File: src/rtl/sar_adc_pkg.sv
package sar_adc_pkg;

  localparam int unsigned DATA_W          = 8;
  localparam int unsigned CHAN_N          = 4;
  localparam int unsigned PADDR_W         = 7;
  localparam int unsigned RFADDR_W        = 7;

  localparam logic [PADDR_W-1:0]  DATA_PADDR   = 7'h04;
  localparam logic [RFADDR_W-1:0] START_RFADDR = 7'h20;
  localparam int unsigned         START_BIT    = 0;

  localparam logic [DATA_W-1:0]   DATA_RESET   = 8'h00;
  localparam logic [3:0]          NIBBLE_RESET = 4'h0;
  localparam logic [15:0]         DBF_RESET    = 16'h0000;

  // Instruction times spent on each decision
  localparam int unsigned         INSTR_PER_BIT = 3;
  localparam logic [2:0]          MSB_INDEX     = 3'h7;

  typedef struct packed {
    logic                wr;
    logic                rd;
    logic [PADDR_W-1:0]  addr;
    logic [15:0]         wdata;
  } periph_req_s;

  typedef struct packed {
    logic                wr;
    logic                rd;
    logic [RFADDR_W-1:0] addr;
    logic [3:0]          wdata;
  } rf_req_s;

endpackage : sar_adc_pkg

File: src/rtl/level_sync.sv
`timescale 1ns/100ps
module level_sync
(
  input  wire logic clk,
  input  wire logic rstn,
  input  wire logic ce,
  input  wire logic async_in,
  output logic      sync_out
);

  logic stage1;
  logic next_stage1;
  logic next_sync_out;

  // First stage feeds only the second
  always_comb
  begin
    next_stage1   = ce ? async_in : stage1;
    next_sync_out = ce ? stage1 : sync_out;
  end

  always_ff @(posedge clk)
  begin
    if (!rstn)
    begin
      stage1   <= 1'b0;
      sync_out <= 1'b0;
    end
    else
    begin
      stage1   <= next_stage1;
      sync_out <= next_sync_out;
    end
  end

endmodule : level_sync

File: src/rtl/instr_counter.sv
`timescale 1ns/100ps
module instr_counter
#(
  parameter int unsigned COUNT = 3
)
(
  input  wire logic clk,
  input  wire logic rstn,
  input  wire logic ce,
  input  wire logic clear,
  input  wire logic advance,
  output logic      expired
);

  logic [1:0] cnt;
  logic [1:0] next_cnt;

  assign expired = advance && !clear
                   && (cnt == 2'(COUNT - 1));

  always_comb
  begin
    next_cnt = cnt;
    if (ce)
    begin
      if (clear || expired)
        next_cnt = 2'h0;
      else if (advance)
        next_cnt = cnt + 2'h1;
    end
  end

  always_ff @(posedge clk)
  begin
    if (!rstn)
      cnt <= 2'h0;
    else
      cnt <= next_cnt;
  end

endmodule : instr_counter

File: src/rtl/sar_adc_sequencer.sv
`timescale 1ns/100ps
//
// Summary of operation
// - Eight-bit successive-approximation conversion of one of four inputs.
// - Mode select 0 gives successive conversion, 1 gives single compare.
// - Successive mode resolves the result from the MSB downward.
// - Comparator decision is 1 when input exceeds DAC voltage, else 0.
// - Successive decisions go to data register; single ones to compare flag.
// - Single mode data register drives DAC; successive mode it accumulates.
// - Stop clears the conversion data register to zero.
// - Stop aborts conversion, resets converter, cuts supply; stays stopped.
// - Halt suspends conversion with supply on; resumes on release.
// - Successive mode supply runs from start flag until done flag sets.
// - Single mode supply runs from start or data write until result latched.
// - Writing the data register clears the compare result flag.
// - Start flag at bit 0 resets to 0, self-clears; upper bits read 0.
// - Setting start clears data register; successive mode also sets the MSB, giving 8'h80.
// - Data register write takes only the low 8 buffer bits.
// - Data register read loads low 8 bits, keeps high buffer byte.
// - Data register writes are ignored while mode select is 0.
// - Each bit takes three instruction times; done sets when LSB stored.
// - A two-bit channel select field picks the analog input.
//
module sar_adc_sequencer
  import sar_adc_pkg::*;
(
  input  wire logic                          SYS_CLK,
  input  wire logic                          RSTN,
  input  wire logic                          CLK_EN,
  input  wire logic                          INSTR_TICK,
  input  wire logic                          HALT_MODE,
  input  wire logic                          STOP_MODE,
  input  wire logic                          COMPARE_MODE_SELECT,
  input  wire logic                          CHANNEL_SELECT_HI,
  input  wire logic                          CHANNEL_SELECT_LO,
  input  wire sar_adc_pkg::periph_req_s      PERIPH_REQ,
  input  wire logic [15:0]                   DATA_BUFFER_PAIR,
  input  wire sar_adc_pkg::rf_req_s          RF_REQ,
  input  wire logic                          COMPARATOR_IN,
  output logic [15:0]                        PERIPH_RDATA,
  output logic [3:0]                         RF_RDATA,
  output logic                               CONVERSION_DONE_FLAG,
  output logic                               COMPARE_RESULT_FLAG,
  output logic [sar_adc_pkg::DATA_W-1:0]     DAC_CODE,
  output logic [sar_adc_pkg::CHAN_N-1:0]     CHANNEL_ENABLE,
  output logic                               SUPPLY_ENABLE
);

  import sar_adc_pkg::*;

  typedef enum logic [2:0]
  {
    ST_IDLE    = 3'b001,
    ST_CONVERT = 3'b010,
    ST_COMPARE = 3'b100
  } seq_state_e;

  seq_state_e        state;
  seq_state_e        next_state;
  logic [DATA_W-1:0] conversion_data;
  logic [DATA_W-1:0] next_conversion_data;
  logic [2:0]        bit_index;
  logic [2:0]        next_bit_index;
  logic              conversion_start_flag;
  logic              next_conversion_start_flag;
  logic              next_done_flag;
  logic              next_compare_flag;
  logic              next_supply;
  logic [15:0]       next_periph_rdata;
  logic [3:0]        next_rf_rdata;
  logic [CHAN_N-1:0] next_channel_enable;
  logic              decision;
  logic              data_write;
  logic              data_read;
  logic              start_write;
  logic              start_read;
  logic              running;
  logic              step_clear;
  logic              step_done;

  // Comparator output comes from the analog side, so it is resynchronised
  level_sync u_cmp_sync
  (
    .clk      (SYS_CLK),
    .rstn     (RSTN),
    .ce       (CLK_EN),
    .async_in (COMPARATOR_IN),
    .sync_out (decision)
  );

  assign running    = (state != ST_IDLE);
  assign step_clear = (state == ST_IDLE) || STOP_MODE;

  instr_counter
  #(
    .COUNT (INSTR_PER_BIT)
  )
  u_step
  (
    .clk     (SYS_CLK),
    .rstn    (RSTN),
    .ce      (CLK_EN),
    .clear   (step_clear),
    .advance (running && INSTR_TICK && !HALT_MODE),
    .expired (step_done)
  );

  assign data_write  = PERIPH_REQ.wr && (PERIPH_REQ.addr == DATA_PADDR);
  assign data_read   = PERIPH_REQ.rd && (PERIPH_REQ.addr == DATA_PADDR);
  assign start_write = RF_REQ.wr && (RF_REQ.addr == START_RFADDR);
  assign start_read  = RF_REQ.rd && (RF_REQ.addr == START_RFADDR);

  // Sequencer state, data register, start flag and status flags
  always_comb
  begin
    next_state                 = state;
    next_conversion_data       = conversion_data;
    next_bit_index             = bit_index;
    next_conversion_start_flag = conversion_start_flag;
    next_done_flag             = CONVERSION_DONE_FLAG;
    next_compare_flag          = COMPARE_RESULT_FLAG;
    if (CLK_EN)
    begin
      if (start_write && RF_REQ.wdata[START_BIT])
        next_conversion_start_flag = 1'b1;
      case (state)
        ST_IDLE:
        begin
          if (conversion_start_flag)
          begin
            next_conversion_start_flag = 1'b0;
            next_conversion_data = DATA_RESET;
            next_done_flag       = 1'b0;
            if (!COMPARE_MODE_SELECT)
            begin
              next_bit_index = MSB_INDEX;
              next_conversion_data[MSB_INDEX] = 1'b1;
              next_state = ST_CONVERT;
            end
            else
              next_state = ST_COMPARE;
          end
        end
        ST_CONVERT:
        begin
          if (step_done)
          begin
            next_conversion_data[bit_index] = decision;
            if (bit_index == 3'h0)
            begin
              next_done_flag = 1'b1;
              next_state     = ST_IDLE;
            end
            else
            begin
              next_bit_index = bit_index - 3'h1;
              next_conversion_data[bit_index - 3'h1] = 1'b1;
            end
          end
        end
        ST_COMPARE:
        begin
          if (step_done)
          begin
            next_compare_flag = decision;
            next_state        = ST_IDLE;
          end
        end
        default:
          next_state = ST_IDLE;
      endcase
      // A write restarts the compare, so it overrides a latch in flight
      // Write ignored in successive mode
      if (data_write && COMPARE_MODE_SELECT && !conversion_start_flag)
      begin
        next_conversion_data = DATA_BUFFER_PAIR[DATA_W-1:0];
        next_compare_flag    = 1'b0;
        next_state           = ST_COMPARE;
      end
      if (STOP_MODE)
      begin
        next_state                 = ST_IDLE;
        next_conversion_data       = DATA_RESET;
        next_conversion_start_flag = 1'b0;
      end
    end
  end

  // Read paths, supply gate and channel decode
  always_comb
  begin
    next_periph_rdata   = PERIPH_RDATA;
    next_rf_rdata       = RF_RDATA;
    next_supply         = SUPPLY_ENABLE;
    next_channel_enable = CHANNEL_ENABLE;
    if (CLK_EN)
    begin
      if (data_read)
        next_periph_rdata = {DATA_BUFFER_PAIR[15:DATA_W], conversion_data};
      if (start_read)
        next_rf_rdata = {3'h0, conversion_start_flag};
      next_supply = (next_state != ST_IDLE) && !STOP_MODE;
      next_channel_enable = CHAN_N'(1) <<
                            {CHANNEL_SELECT_HI, CHANNEL_SELECT_LO};
    end
  end

  always_ff @(posedge SYS_CLK)
  begin
    if (!RSTN)
    begin
      state                 <= ST_IDLE;
      conversion_data       <= DATA_RESET;
      bit_index             <= MSB_INDEX;
      conversion_start_flag <= 1'b0;
      CONVERSION_DONE_FLAG  <= 1'b0;
      COMPARE_RESULT_FLAG   <= 1'b0;
      PERIPH_RDATA          <= DBF_RESET;
      RF_RDATA              <= NIBBLE_RESET;
      SUPPLY_ENABLE         <= 1'b0;
      CHANNEL_ENABLE        <= '0;
    end
    else
    begin
      state                 <= next_state;
      conversion_data       <= next_conversion_data;
      bit_index             <= next_bit_index;
      conversion_start_flag <= next_conversion_start_flag;
      CONVERSION_DONE_FLAG  <= next_done_flag;
      COMPARE_RESULT_FLAG   <= next_compare_flag;
      PERIPH_RDATA          <= next_periph_rdata;
      RF_RDATA              <= next_rf_rdata;
      SUPPLY_ENABLE         <= next_supply;
      CHANNEL_ENABLE        <= next_channel_enable;
    end
  end

  assign DAC_CODE = conversion_data;

endmodule : sar_adc_sequencer

File: config.mk
export PLATFORM = sky130hd
export DESIGN_NAME = sar_adc_sequencer
export DESIGN_NICKNAME = d
export VERILOG_FILES = /design/src/rtl/sar_adc_pkg.sv /design/src/rtl/level_sync.sv /design/src/rtl/instr_counter.sv /design/src/rtl/sar_adc_sequencer.sv
export SDC_FILE = /design/constraint.sdc
export NUM_CORES = 1
export LEC_CHECK = 0
export BUFFER_PORTS_ARGS = -buffer_cell sky130_fd_sc_hd__buf_2
export CAP_MARGIN = 20
export CORE_ASPECT_RATIO = 1.1
export CORE_UTILIZATION = 43
export DETAILED_ROUTE_END_ITERATION = 7
export PLACE_DENSITY_LB_ADDON = 0.05
export SLEW_MARGIN = 20
export SYNTH_ARGS = -nofsm -noshare
export SYNTH_HDL_FRONTEND = slang
export SYNTH_SLANG_ARGS = --single-unit
File: constraint.sdc
create_clock -name SYS_CLK -period 2.3 [get_ports SYS_CLK]
set_input_delay 0.46 -clock SYS_CLK [delete_from_list [all_inputs] [get_ports SYS_CLK]]
set_output_delay 0.46 -clock SYS_CLK [all_outputs]
set_load 0.005 [all_outputs]
==> impl_metrics.yaml, run 1 <==
power:
  peakVddDrop_v: 0.000278
  p_leak_nw: 1.27
  power_density_nw_per_um2: 451
placement:
  pre_cts_ws_ps: -24.2
  io_buffer_count: 76
  dp_hpwl_um: 4470
  place_congestion: 0.776
drt:
  vias: 2333
  routed_via_density: 5.34
  drc: 0
  first_pass_iters: 4
  wl_um: 6000
  first_iter_violations: 96
  drtAntennaViolNets: 0
  routedWlPerCell_um: 13.7
clocking:
  cts_buffers: 5
  clk_latency_ps: 300
  post-cts-setup-buffers: 0
  clkSinkCount: 43
  clock_path_buffers: 2
  cts.htree.levels: 2
  clockRootBuffer: "clkbuf_8"
  ctsHoldBuffers: 0
  clkTransAtPathRegs_ps: 90
  cts_tree: "done"
floorplanning:
  die-area_um2: 5630
  die_y_um: 78.6
  rows: 27
  start_util: 0.453
  die_w_um: 71.6
  core-area_um2: 5070
  ios: 99
synthesis:
  syn-instance-count: 287
  synth_area_per_cell_um2: 7.99
  yosysTopAreaCellShare: 0.375
  ys_seq_area_frac: 0.375
  synthesis.area_um2: 2290
  yosys.area.top_type: "dfxtp_1"
  synth.ff_latch_count: 43
  yosys_warnings: 0
  ys_types: 60
  ys_async_sr_fraction: 0
  synth.area.top_cells: "dfxtp_1 (38%), nand2_1 (7.5%), a21oi_1 (7.0%)"
  ys.flop_type: "dfxtp_1"
  synth-edff-count: 0
global_route:
  grt_pass1_wl_um: 9950
  busiest_layer: "met2"
  grtUsageTotal: 0.227
  antenna_found_initial: 0
  use_met3: 0.0449
  gr-usage-met1: 0.304
  grt_max_degree: 24
  use_met2: 0.360
  grt_overflow_total: 0
  grt_pass1_vias: 2062
sta:
  setup-violations-final: 0
  slew_headroom: 0.663
  worst_pin_slew_ps: 504
  fin_ws_ps: 173
  fin_worst_skew_ps: 6.45
  grt_setup_unrepaired: "false"
  fin_crit_sh: 0.925
  finalSetupTns_ps: 0
  clock.fmax_ghz: 0.470
  fin_crit_ps: 2130
  slew_viol_final: 0
  hold_viol: 0
min_path:
  hp-class: "input port to flip-flop"
layout:
  drive_gt1_frac: 0.330
  diodes: 0
  fillers: 491
  syn_to_final_growth_pct: 29.7
  post-route-util: 0.587
  nets: 445
flow_run:
  cap_violations: 0
critical_path:
  cpPeakStageDelay_ps: 480
  cp_top_family: "simple AND/OR/NAND/NOR gates"
  startpoint_type: "flip-flop"
  critPathBufInv: 0
  cp.arrival_ps: 2320
  end_kind: "flip-flop"
  crit_chain: "or3b_1 -> or4_1 -> a211oi_2 -> nor3b_1 -> o21ai_1"
  crit_type: "flip-flop to flip-flop"
  worstPathMaxFanout: 8
  worstPathRequired_ps: 2500
  crit_slowest_cell: "dfxtp_1"
status:
  status: "complete, no violations"
## what timing repair did
action / 4_1_cts / 5_1_grt
endpoints found under the setup margin: 0 / 3
gates resized for setup: 0 / 1
endpoints found under the hold margin: 0 / 0
## layer usage
| metal | vias up | share of wire |
|---|---|---|
| li1 | 1196 | - |
| met1 | 1068 | 0.46 |
| met2 | 63 | 0.47 |
| met3 | 6 | 0.054 |
| met4 | 0 | 0.013 |
| met5 | - | 0 |
## path summary, 6_finish.rpt
kind	from	end	slack (ps)	depth (start not counted)
setup / recovery	state[1]	bit_index[2]	170	5
hold / removal	RSTN	state[0]	380	2
setup reg to reg	state[1]	bit_index[2]	170	5
hold reg to reg	PERIPH_RDATA[4]	PERIPH_RDATA[4]	450	2
## kinds of logic (layout without fill, tap and decap cells)
family / count (synthesis) / count (layout) / synth area share
AND/OR/NAND/NOR: 124 / 124 / 0.282
other: 1 / 3 / 0.00164
adder cells (fa/ha/maj): 3 / 3 / 0.0164
AO/OA/AOI/OAI: 75 / 75 / 0.221
flip-flops: 43 / 43 / 0.375
buffers and inverters: 31 / 121 / 0.0595
multiplexers: 10 / 10 / 0.0442
## cells in the mapped netlist, types with 2 or more instances
| cell | number |
|---|---|
| o22ai_1 | 7 |
| o21a_1 | 2 |
| nand3_1 | 5 |
| ha_1 | 3 |
| nor3_1 | 4 |
| or4b_2 | 2 |
| nand2b_1 | 5 |
| nor2_1 | 28 |
| or3_1 | 2 |
| nor4b_1 | 2 |
| buf_4 | 3 |
| a22oi_1 | 9 |
| a2bb2oi_1 | 2 |
| dfxtp_1 | 43 |
| and3_1 | 3 |
| nor4_1 | 3 |
| o311a_2 | 2 |
| mux2i_1 | 9 |
| clkbuf_1 | 11 |
| o21ai_0 | 6 |
| nand4bb_1 | 3 |
| a21oi_1 | 32 |
| nand2_1 | 46 |
| inv_1 | 13 |
| nor2b_1 | 5 |
| nor3b_1 | 3 |
## registers in the layout, summed over array words and instances (netlist names)
signal / flops
PERIPH_RDATA: 16
DAC_CODE: 8
CHANNEL_ENABLE: 4
bit_index: 3
state: 3
u_step.cnt: 2
COMPARE_RESULT_FLAG: 1
CONVERSION_DONE_FLAG: 1
RF_RDATA: 1
SUPPLY_ENABLE: 1
conversion_start_flag: 1
u_cmp_sync.stage1: 1
u_cmp_sync.sync_out: 1
## power breakdown
part | internal, W | total (W) | switching (W) | leakage (nW)
clock network | 0.000211 | 0.000486 | 0.000274 | 0.0402
registers | 0.000748 | 0.000752 | 0.00000359 | 0.347
logic | 0.0000512 | 0.000103 | 0.0000517 | 0.878
total | 0.00101 | 0.00134 | 0.000330 | 1.27
## per-stage QoR
stage | total power, W | std cells | hold slack, ps | cell area (um^2)
CTS | 0.00136 | 437 | 377 | 2970
detailed placement | 0.000873 | 429 | 444 | 2880
global route | 0.00140 | 437 | 386 | 2970
finish | 0.00134 | 437 | 379 | 2970
global placement | 0.000872 | 429 | 438 | 2880
floorplan | 0.000813 | 289 | 448 | 2300
## area by class of cell
| class | instances | area [um^2] | share of cell area |
|---|---|---|---|
| Timing Repair Buffer | 99 | 591 | 0.199 |
| Tap cell | 58 | 72.6 | 0.0244 |
| Sequential cell | 43 | 861 | 0.289 |
| Inverter | 14 | 52.6 | 0.0177 |
| Clock inverter | 3 | 20.0 | 0.00673 |
| Multi-Input combinational cell | 215 | 1310 | 0.440 |
| Clock buffer | 5 | 68.8 | 0.0231 |
## cells in the final DEF, fill, tap and decap left out, types with 2 or more instances in the layout
cell type / n
or4b_2: 2
nor4b_1: 2
inv_1: 13
buf_12: 3
o311a_2: 2
dfxtp_1: 43
buf_4: 20
clkinvlp_4: 2
mux2i_1: 9
a21oi_1: 32
a22oi_1: 9
o21ai_0: 6
and3_1: 3
nor2_1: 28
nand3_1: 5
nor4_1: 3
or3_1: 2
o21a_1: 2
buf_2: 76
nor3_1: 4
nor2b_1: 5
a2bb2oi_1: 2
o22ai_1: 7
nand4bb_1: 3
clkbuf_8: 5
nand2b_1: 5
ha_1: 3
nor3b_1: 2
nand2_1: 46
conb_1: 3
(Power assumes the default switching activity.)
==> inputs of run 2 (changes only) <==
--- a/config.mk
+++ b/config.mk
@@ -5,10 +5,11 @@
 export SDC_FILE = /design/constraint.sdc
 export NUM_CORES = 1
 export LEC_CHECK = 0
+export ABC_AREA = 1
 export BUFFER_PORTS_ARGS = -buffer_cell sky130_fd_sc_hd__buf_2
 export CAP_MARGIN = 20
-export CORE_ASPECT_RATIO = 1.1
-export CORE_UTILIZATION = 43
+export CORE_ASPECT_RATIO = 0.9
+export CORE_UTILIZATION = 44
 export DETAILED_ROUTE_END_ITERATION = 7
 export PLACE_DENSITY_LB_ADDON = 0.05
 export SLEW_MARGIN = 20
==> run 2 against run 1 <==
Net effect: routed wire length fell by 5.5%; highest routed layer unchanged; power rose by 6.6%; sequential cell count did not move; critical path type unchanged; register-to-register slack improved by 190 ps.
==> impl_metrics.yaml, run 2 <==
clocking:
  cts_tree: "done"
  clkTransAtPathRegs_ps: 90
  clockRootBuffer: "clkbuf_8"
  ctsHoldBuffers: 0
  cts_resized: 0
  cts.htree.levels: 2
  clk_latency_ps: 290
  clock_path_buffers: 2
  cts_buffers: 5
  clkSinkCount: 43
  post-cts-setup-buffers: 0
sta:
  clock.fmax_ghz: 0.517
  finalSetupTns_ps: 0
  setup-violations-final: 0
  fin_crit_sh: 0.840
  fin_ws_ps: 367
  hold_viol: 0
  slew_viol_final: 0
  fin_worst_skew_ps: 7.67
  fin_crit_ps: 1930
  grt_setup_unrepaired: "false"
flow_run:
  cap_violations: 0
critical_path:
  reg2regPathDepth: 11
  worstPathMaxFanout: 8
  cpPeakStageDelay_ps: 490
  reg2reg_to: "DAC_CODE[0]"
  cp.arrival_ps: 2170
  critPathBufInv: 2
  reg2reg_from: "bit_index[0]"
  cp_common_cell: "nor2_1"
  crit_slowest_cell: "dfxtp_1"
  crit_chain: "inv_1 -> ha_1 -> inv_1 -> nor2_1 -> nor2_1 -> nand3_1 -> nand2_1 -> nand3_1 -> a21oi_1 -> nor2_1 -> nor2_1"
  cp_top_family: "simple AND/OR/NAND/NOR gates"
  worstPathRequired_ps: 2540
  end_kind: "flip-flop"
  crit_type: "flip-flop to flip-flop"
  rrSetupSlack_ps: 370
  startpoint_type: "flip-flop"
synthesis:
  syn-instance-count: 364
  synth.area.top_cells: "dfxtp_1 (36%), nand2_1 (10%), a21oi_1 (8.5%)"
  ys_seq_area_frac: 0.355
  yosys.area.top_type: "dfxtp_1"
  ys_types: 35
  yosysMostFrequentCell: "nand2_1"
  yosys_warnings: 0
  yosysTopAreaCellShare: 0.355
  synth.ff_latch_count: 43
  synth_area_per_cell_um2: 6.65
  synthTopCellsByCount: "nand2_1 (66), inv_1 (49), dfxtp_1 (43)"
  ys.flop_type: "dfxtp_1"
  synth-edff-count: 0
  ys_async_sr_fraction: 0
  synthesis.area_um2: 2420
layout:
  regMostFlops: "PERIPH_RDATA"
  layout_common_cells: "buf_2 (76), nand2_1 (66), inv_1 (49)"
  layout.cells.non_filler: 501
  drive_gt1_frac: 0.258
  post-route-util: 0.550
  diodes: 0
  final_common_cell: "buf_2"
  largest_register_ffs: 16
  syn_to_final_growth_pct: 20.1
  nets: 500
status:
  status: "complete, no violations"
drt:
  top_layer_used: "met4"
  met2WireLength_um: 2410
  met1_length_um: 2900
  first_pass_iters: 4
  vias: 2458
  wl_um: 5670
  drc: 0
  drtAntennaViolNets: 0
  routed_via_density: 4.91
  first_iter_violations: 98
  routedWlPerCell_um: 11.3
  wl_met3_um: 308
power:
  peakVddDrop_v: 0.000286
  p_total_w: 0.00143
  p_leak_nw: 1.45
  power_density_nw_per_um2: 491
placement:
  place_congestion: 0.877
  pre_cts_ws_ps: 352
  dp_hpwl_um: 4230
  io_buffer_count: 76
  placed_cells: 493
global_route:
  grt_overflow_total: 0
  antenna_found_initial: 0
  grtUsageTotal: 0.206
  grt_pass1_vias: 2166
  grt_max_degree: 33
  grt_pass1_wl_um: 9570
floorplanning:
  die_w_um: 80.2
  core-area_um2: 5290
  rows: 25
  start_util: 0.458
  ios: 99
  die_y_um: 72.4
  die-area_um2: 5810
min_path:
  hold_path_end: "u_cmp_sync.stage1"
  worstHoldStart: "COMPARATOR_IN"
  hold_depth: 3
  hp-class: "input port to flip-flop"
==> run 2: cell count changes in the layout (fill, tap and decap cells not counted), moves of 17 or more <==
cell | previous run | this run
inv_1 | 13 | 49
nand3_1 | 5 | 37
buf_4 | 20 | 3
nand2_1 | 46 | 66
o21ai_0 | 6 | 32
==> run 2: through the flow <==
step | area, um^2 | hold WS (ps)
final | 2910 | 387
after global routing | 2910 | 380
after CTS | 2910 | 379
after detailed placement | 2810 | 432
after global placement | 2810 | 428
after floorplan | 2430 | 437
==> run 2: worst register-to-register path, cell delays in order, from the launching register on <==
cell and delay (ps):
dfxtp_1 490, inv_1 200, ha_1 230, inv_1 50, nor2_1 80, nor2_1 240, nand3_1 140, nand2_1 90
nand3_1 60, a21oi_1 130, nor2_1 60, nor2_1 100
==> run 2: layer usage <==
metal / global-route usage / vias up
li1: - / 1300
met1: 0.294 / 1091
met2: 0.318 / 61
met3: 0.0453 / 6
met4: 0.0456 / 0
met5: 0 / -
==> run 2: where the power goes <==
part           switching [W]  internal (W)  total, W
clock               0.000267      0.000245  0.000512
combinational      0.0000823     0.0000642  0.000147
sequential         0.0000118      0.000758  0.000770
total               0.000361       0.00107   0.00143
==> run 2: how the worst max path moves through the flow <==
| stage | from | to | slack (ps) | cells after the start |
|---|---|---|---|---|
| CTS | bit_index[0] | DAC_CODE[6] | 380 | 9 |
| finish | bit_index[0] | DAC_CODE[0] | 370 | 11 |
| global placement | PERIPH_REQ[21] | DAC_CODE[0] | 380 | 9 |
| floorplan | bit_index[0] | DAC_CODE[7] | 700 | 14 |
| global route | bit_index[0] | DAC_CODE[5] | 70 | 11 |
| detailed placement | PERIPH_REQ[21] | DAC_CODE[6] | 350 | 9 |
==> run 2: layout make-up <==
cell class	count	area, um^2
inverter	55	210
clock inverter	2	16.3
timing repair buffer	79	403
multi-input combinational	249	1250
clock buffer	6	82.6
sequential	43	861
tap	67	83.8
fill	581	2380
==> run 2: kinds of logic after synthesis <==
group,synth area share
fa+ha+maj,0.0155
flops,0.355
other cells,0.00155
buf+inv,0.131
xor+xnor,0.00723
simple gates,0.312
compound gates,0.178
==> inputs of run 3 (changes only) <==
--- a/config.mk
+++ b/config.mk
@@ -9,7 +9,7 @@
 export BUFFER_PORTS_ARGS = -buffer_cell sky130_fd_sc_hd__buf_2
 export CAP_MARGIN = 20
 export CORE_ASPECT_RATIO = 0.9
-export CORE_UTILIZATION = 44
+export CORE_UTILIZATION = 48
 export DETAILED_ROUTE_END_ITERATION = 7
 export PLACE_DENSITY_LB_ADDON = 0.05
 export SLEW_MARGIN = 20
==> constraint.sdc (replaced) <==
create_clock -name SYS_CLK -period 1.9 [get_ports SYS_CLK]
set_input_delay 0.38 -clock SYS_CLK [delete_from_list [all_inputs] [get_ports SYS_CLK]]
set_output_delay 0.38 -clock SYS_CLK [all_outputs]
set_load 0.005 [all_outputs]
==> run 3 against run 2 <==
Net effect: the run now ends with design-rule violations left; final cell count rose by 0.80%; routed wire length fell by 1.2%; sequential power rose by 21%; critical endpoint is now DAC_CODE[4].
==> impl_metrics.yaml, run 3 (synthesis results as in run 2) <==
clocking:
  clock_path_buffers: 2
  cts_tree: "done"
  cts_buffers: 5
  cts.htree.levels: 2
  clkTransAtPathRegs_ps: 90
  ctsHoldBuffers: 0
  clockRootBuffer: "clkbuf_8"
  clk_latency_ps: 300
  cts_resized: 0
  post-cts-setup-buffers: 0
  clkSinkCount: 43
floorplanning:
  ios: 99
  rows: 24
  core-area_um2: 4830
  die_y_um: 69.4
  start_util: 0.501
  die_w_um: 76.9
  die-area_um2: 5340
critical_path:
  startpoint_type: "flip-flop"
  crit_type: "flip-flop to flip-flop"
  end_kind: "flip-flop"
  worstPathMaxFanout: 6
  cp.arrival_ps: 1900
  worstPathRequired_ps: 2130
sta:
  fin_crit_sh: 0.882
  grt_setup_unrepaired: "false"
  fin_crit_ps: 1680
  clock.fmax_ghz: 0.597
  fin_worst_skew_ps: 11.3
  setup-violations-final: 0
  hold_viol: 0
  fin_ws_ps: 224
  finalSetupTns_ps: 0
  slew_viol_final: 0
layout:
  drive_gt1_frac: 0.268
  syn_to_final_growth_pct: 22.5
  final_common_cell: "buf_2"
  diodes: 0
  seq_area_um2: 861
  post-route-util: 0.614
  multi_input_area_um2: 1250
  largest_register_ffs: 16
  regMostFlops: "PERIPH_RDATA"
  fillers: 489
  nets: 506
  layout_common_cells: "buf_2 (76), nand2_1 (66), inv_1 (49)"
drt:
  wl_met3_um: 361
  drc: 1
  top_layer_used: "met4"
  met1_length_um: 2750
  first_iter_violations: 171
  routed_via_density: 4.85
  vias: 2449
  wl_um: 5600
  first_pass_iters: 6
  met2WireLength_um: 2450
  drtAntennaViolNets: 0
  routedWlPerCell_um: 11.1
global_route:
  grt_overflow_total: 0
  grt_pass1_vias: 2254
  grt_max_degree: 33
  antenna_found_initial: 0
  grtUsageTotal: 0.226
  grt_pass1_wl_um: 9750
flow_run:
  cap_violations: 0
min_path:
  hp-class: "input port to flip-flop"
power:
  peakVddDrop_v: 0.000536
  p_total_w: 0.00184
  p_leak_nw: 1.48
  power_density_nw_per_um2: 619
status:
  violations: "design-rule violations"
  status: "complete, but fails checks"
placement:
  io_buffer_count: 76
  dp_hpwl_um: 4280
  place_congestion: 0.888
  pre_cts_ws_ps: 148
run 3: cell types whose count changed in the layout (fill, tap and decap cells not counted):
cell | previous run | this run
buf_4 | 3 | 9
clkinv_4 | 1 | 0
inv_6 | 0 | 1
clkbuf_8 | 6 | 5
bufinv_16 | 0 | 1
run 3: path summary, 6_finish.rpt:
kind / start / to / slack, ps / cells after the start
max reg2reg: bit_index[1] / DAC_CODE[4] / 220 / 9
max: bit_index[1] / DAC_CODE[4] / 220 / 9
min reg2reg: PERIPH_RDATA[12] / PERIPH_RDATA[12] / 440 / 2
min: COMPARATOR_IN / u_cmp_sync.stage1 / 300 / 3
run 3: worst max-delay path, stage by stage, from the launching register on:
cell and delay [ps]:
dfxtp_1 320, inv_1 150, ha_1 230, xor2_1 340, nand3_1 120, nand2_1 90, nand3_1 60, a21oi_1 130
nor2_1 60, nor2_1 110
run 3: layout make-up:
type / instances / share of cell area
clock inverter: 3 / 0.0156
clock buffer: 5 / 0.0232
timing repair buffer: 85 / 0.151
tap: 65 / 0.0274
inverter: 55 / 0.0708
sequential: 43 / 0.290
multi-input combinational: 249 / 0.422
run 3: power breakdown:
group | switching, W | internal, W | leakage [nW] | total (W)
clock network | 0.000330 | 0.000396 | 0.0548 | 0.000726
registers | 0.0000141 | 0.000918 | 0.349 | 0.000932
logic | 0.000101 | 0.0000779 | 1.08 | 0.000179
run 3: per-stage QoR:
step	hold slack [ps]	cells	area, um^2
5_1_grt	303	505	2970
6_report	303	505	2970
3_5_place_dp	431	497	2850
2_1_floorplan	437	366	2430
4_1_cts	299	505	2970
3_3_place_gp	427	497	2850
run 3: metal layers:
| layer | vias up | global-route usage |
|---|---|---|
| li1 | 1315 | - |
| met1 | 1052 | 0.304 |
| met2 | 76 | 0.367 |
| met3 | 6 | 0.0566 |
| met4 | 0 | 0.0449 |
| met5 | - | 0 |
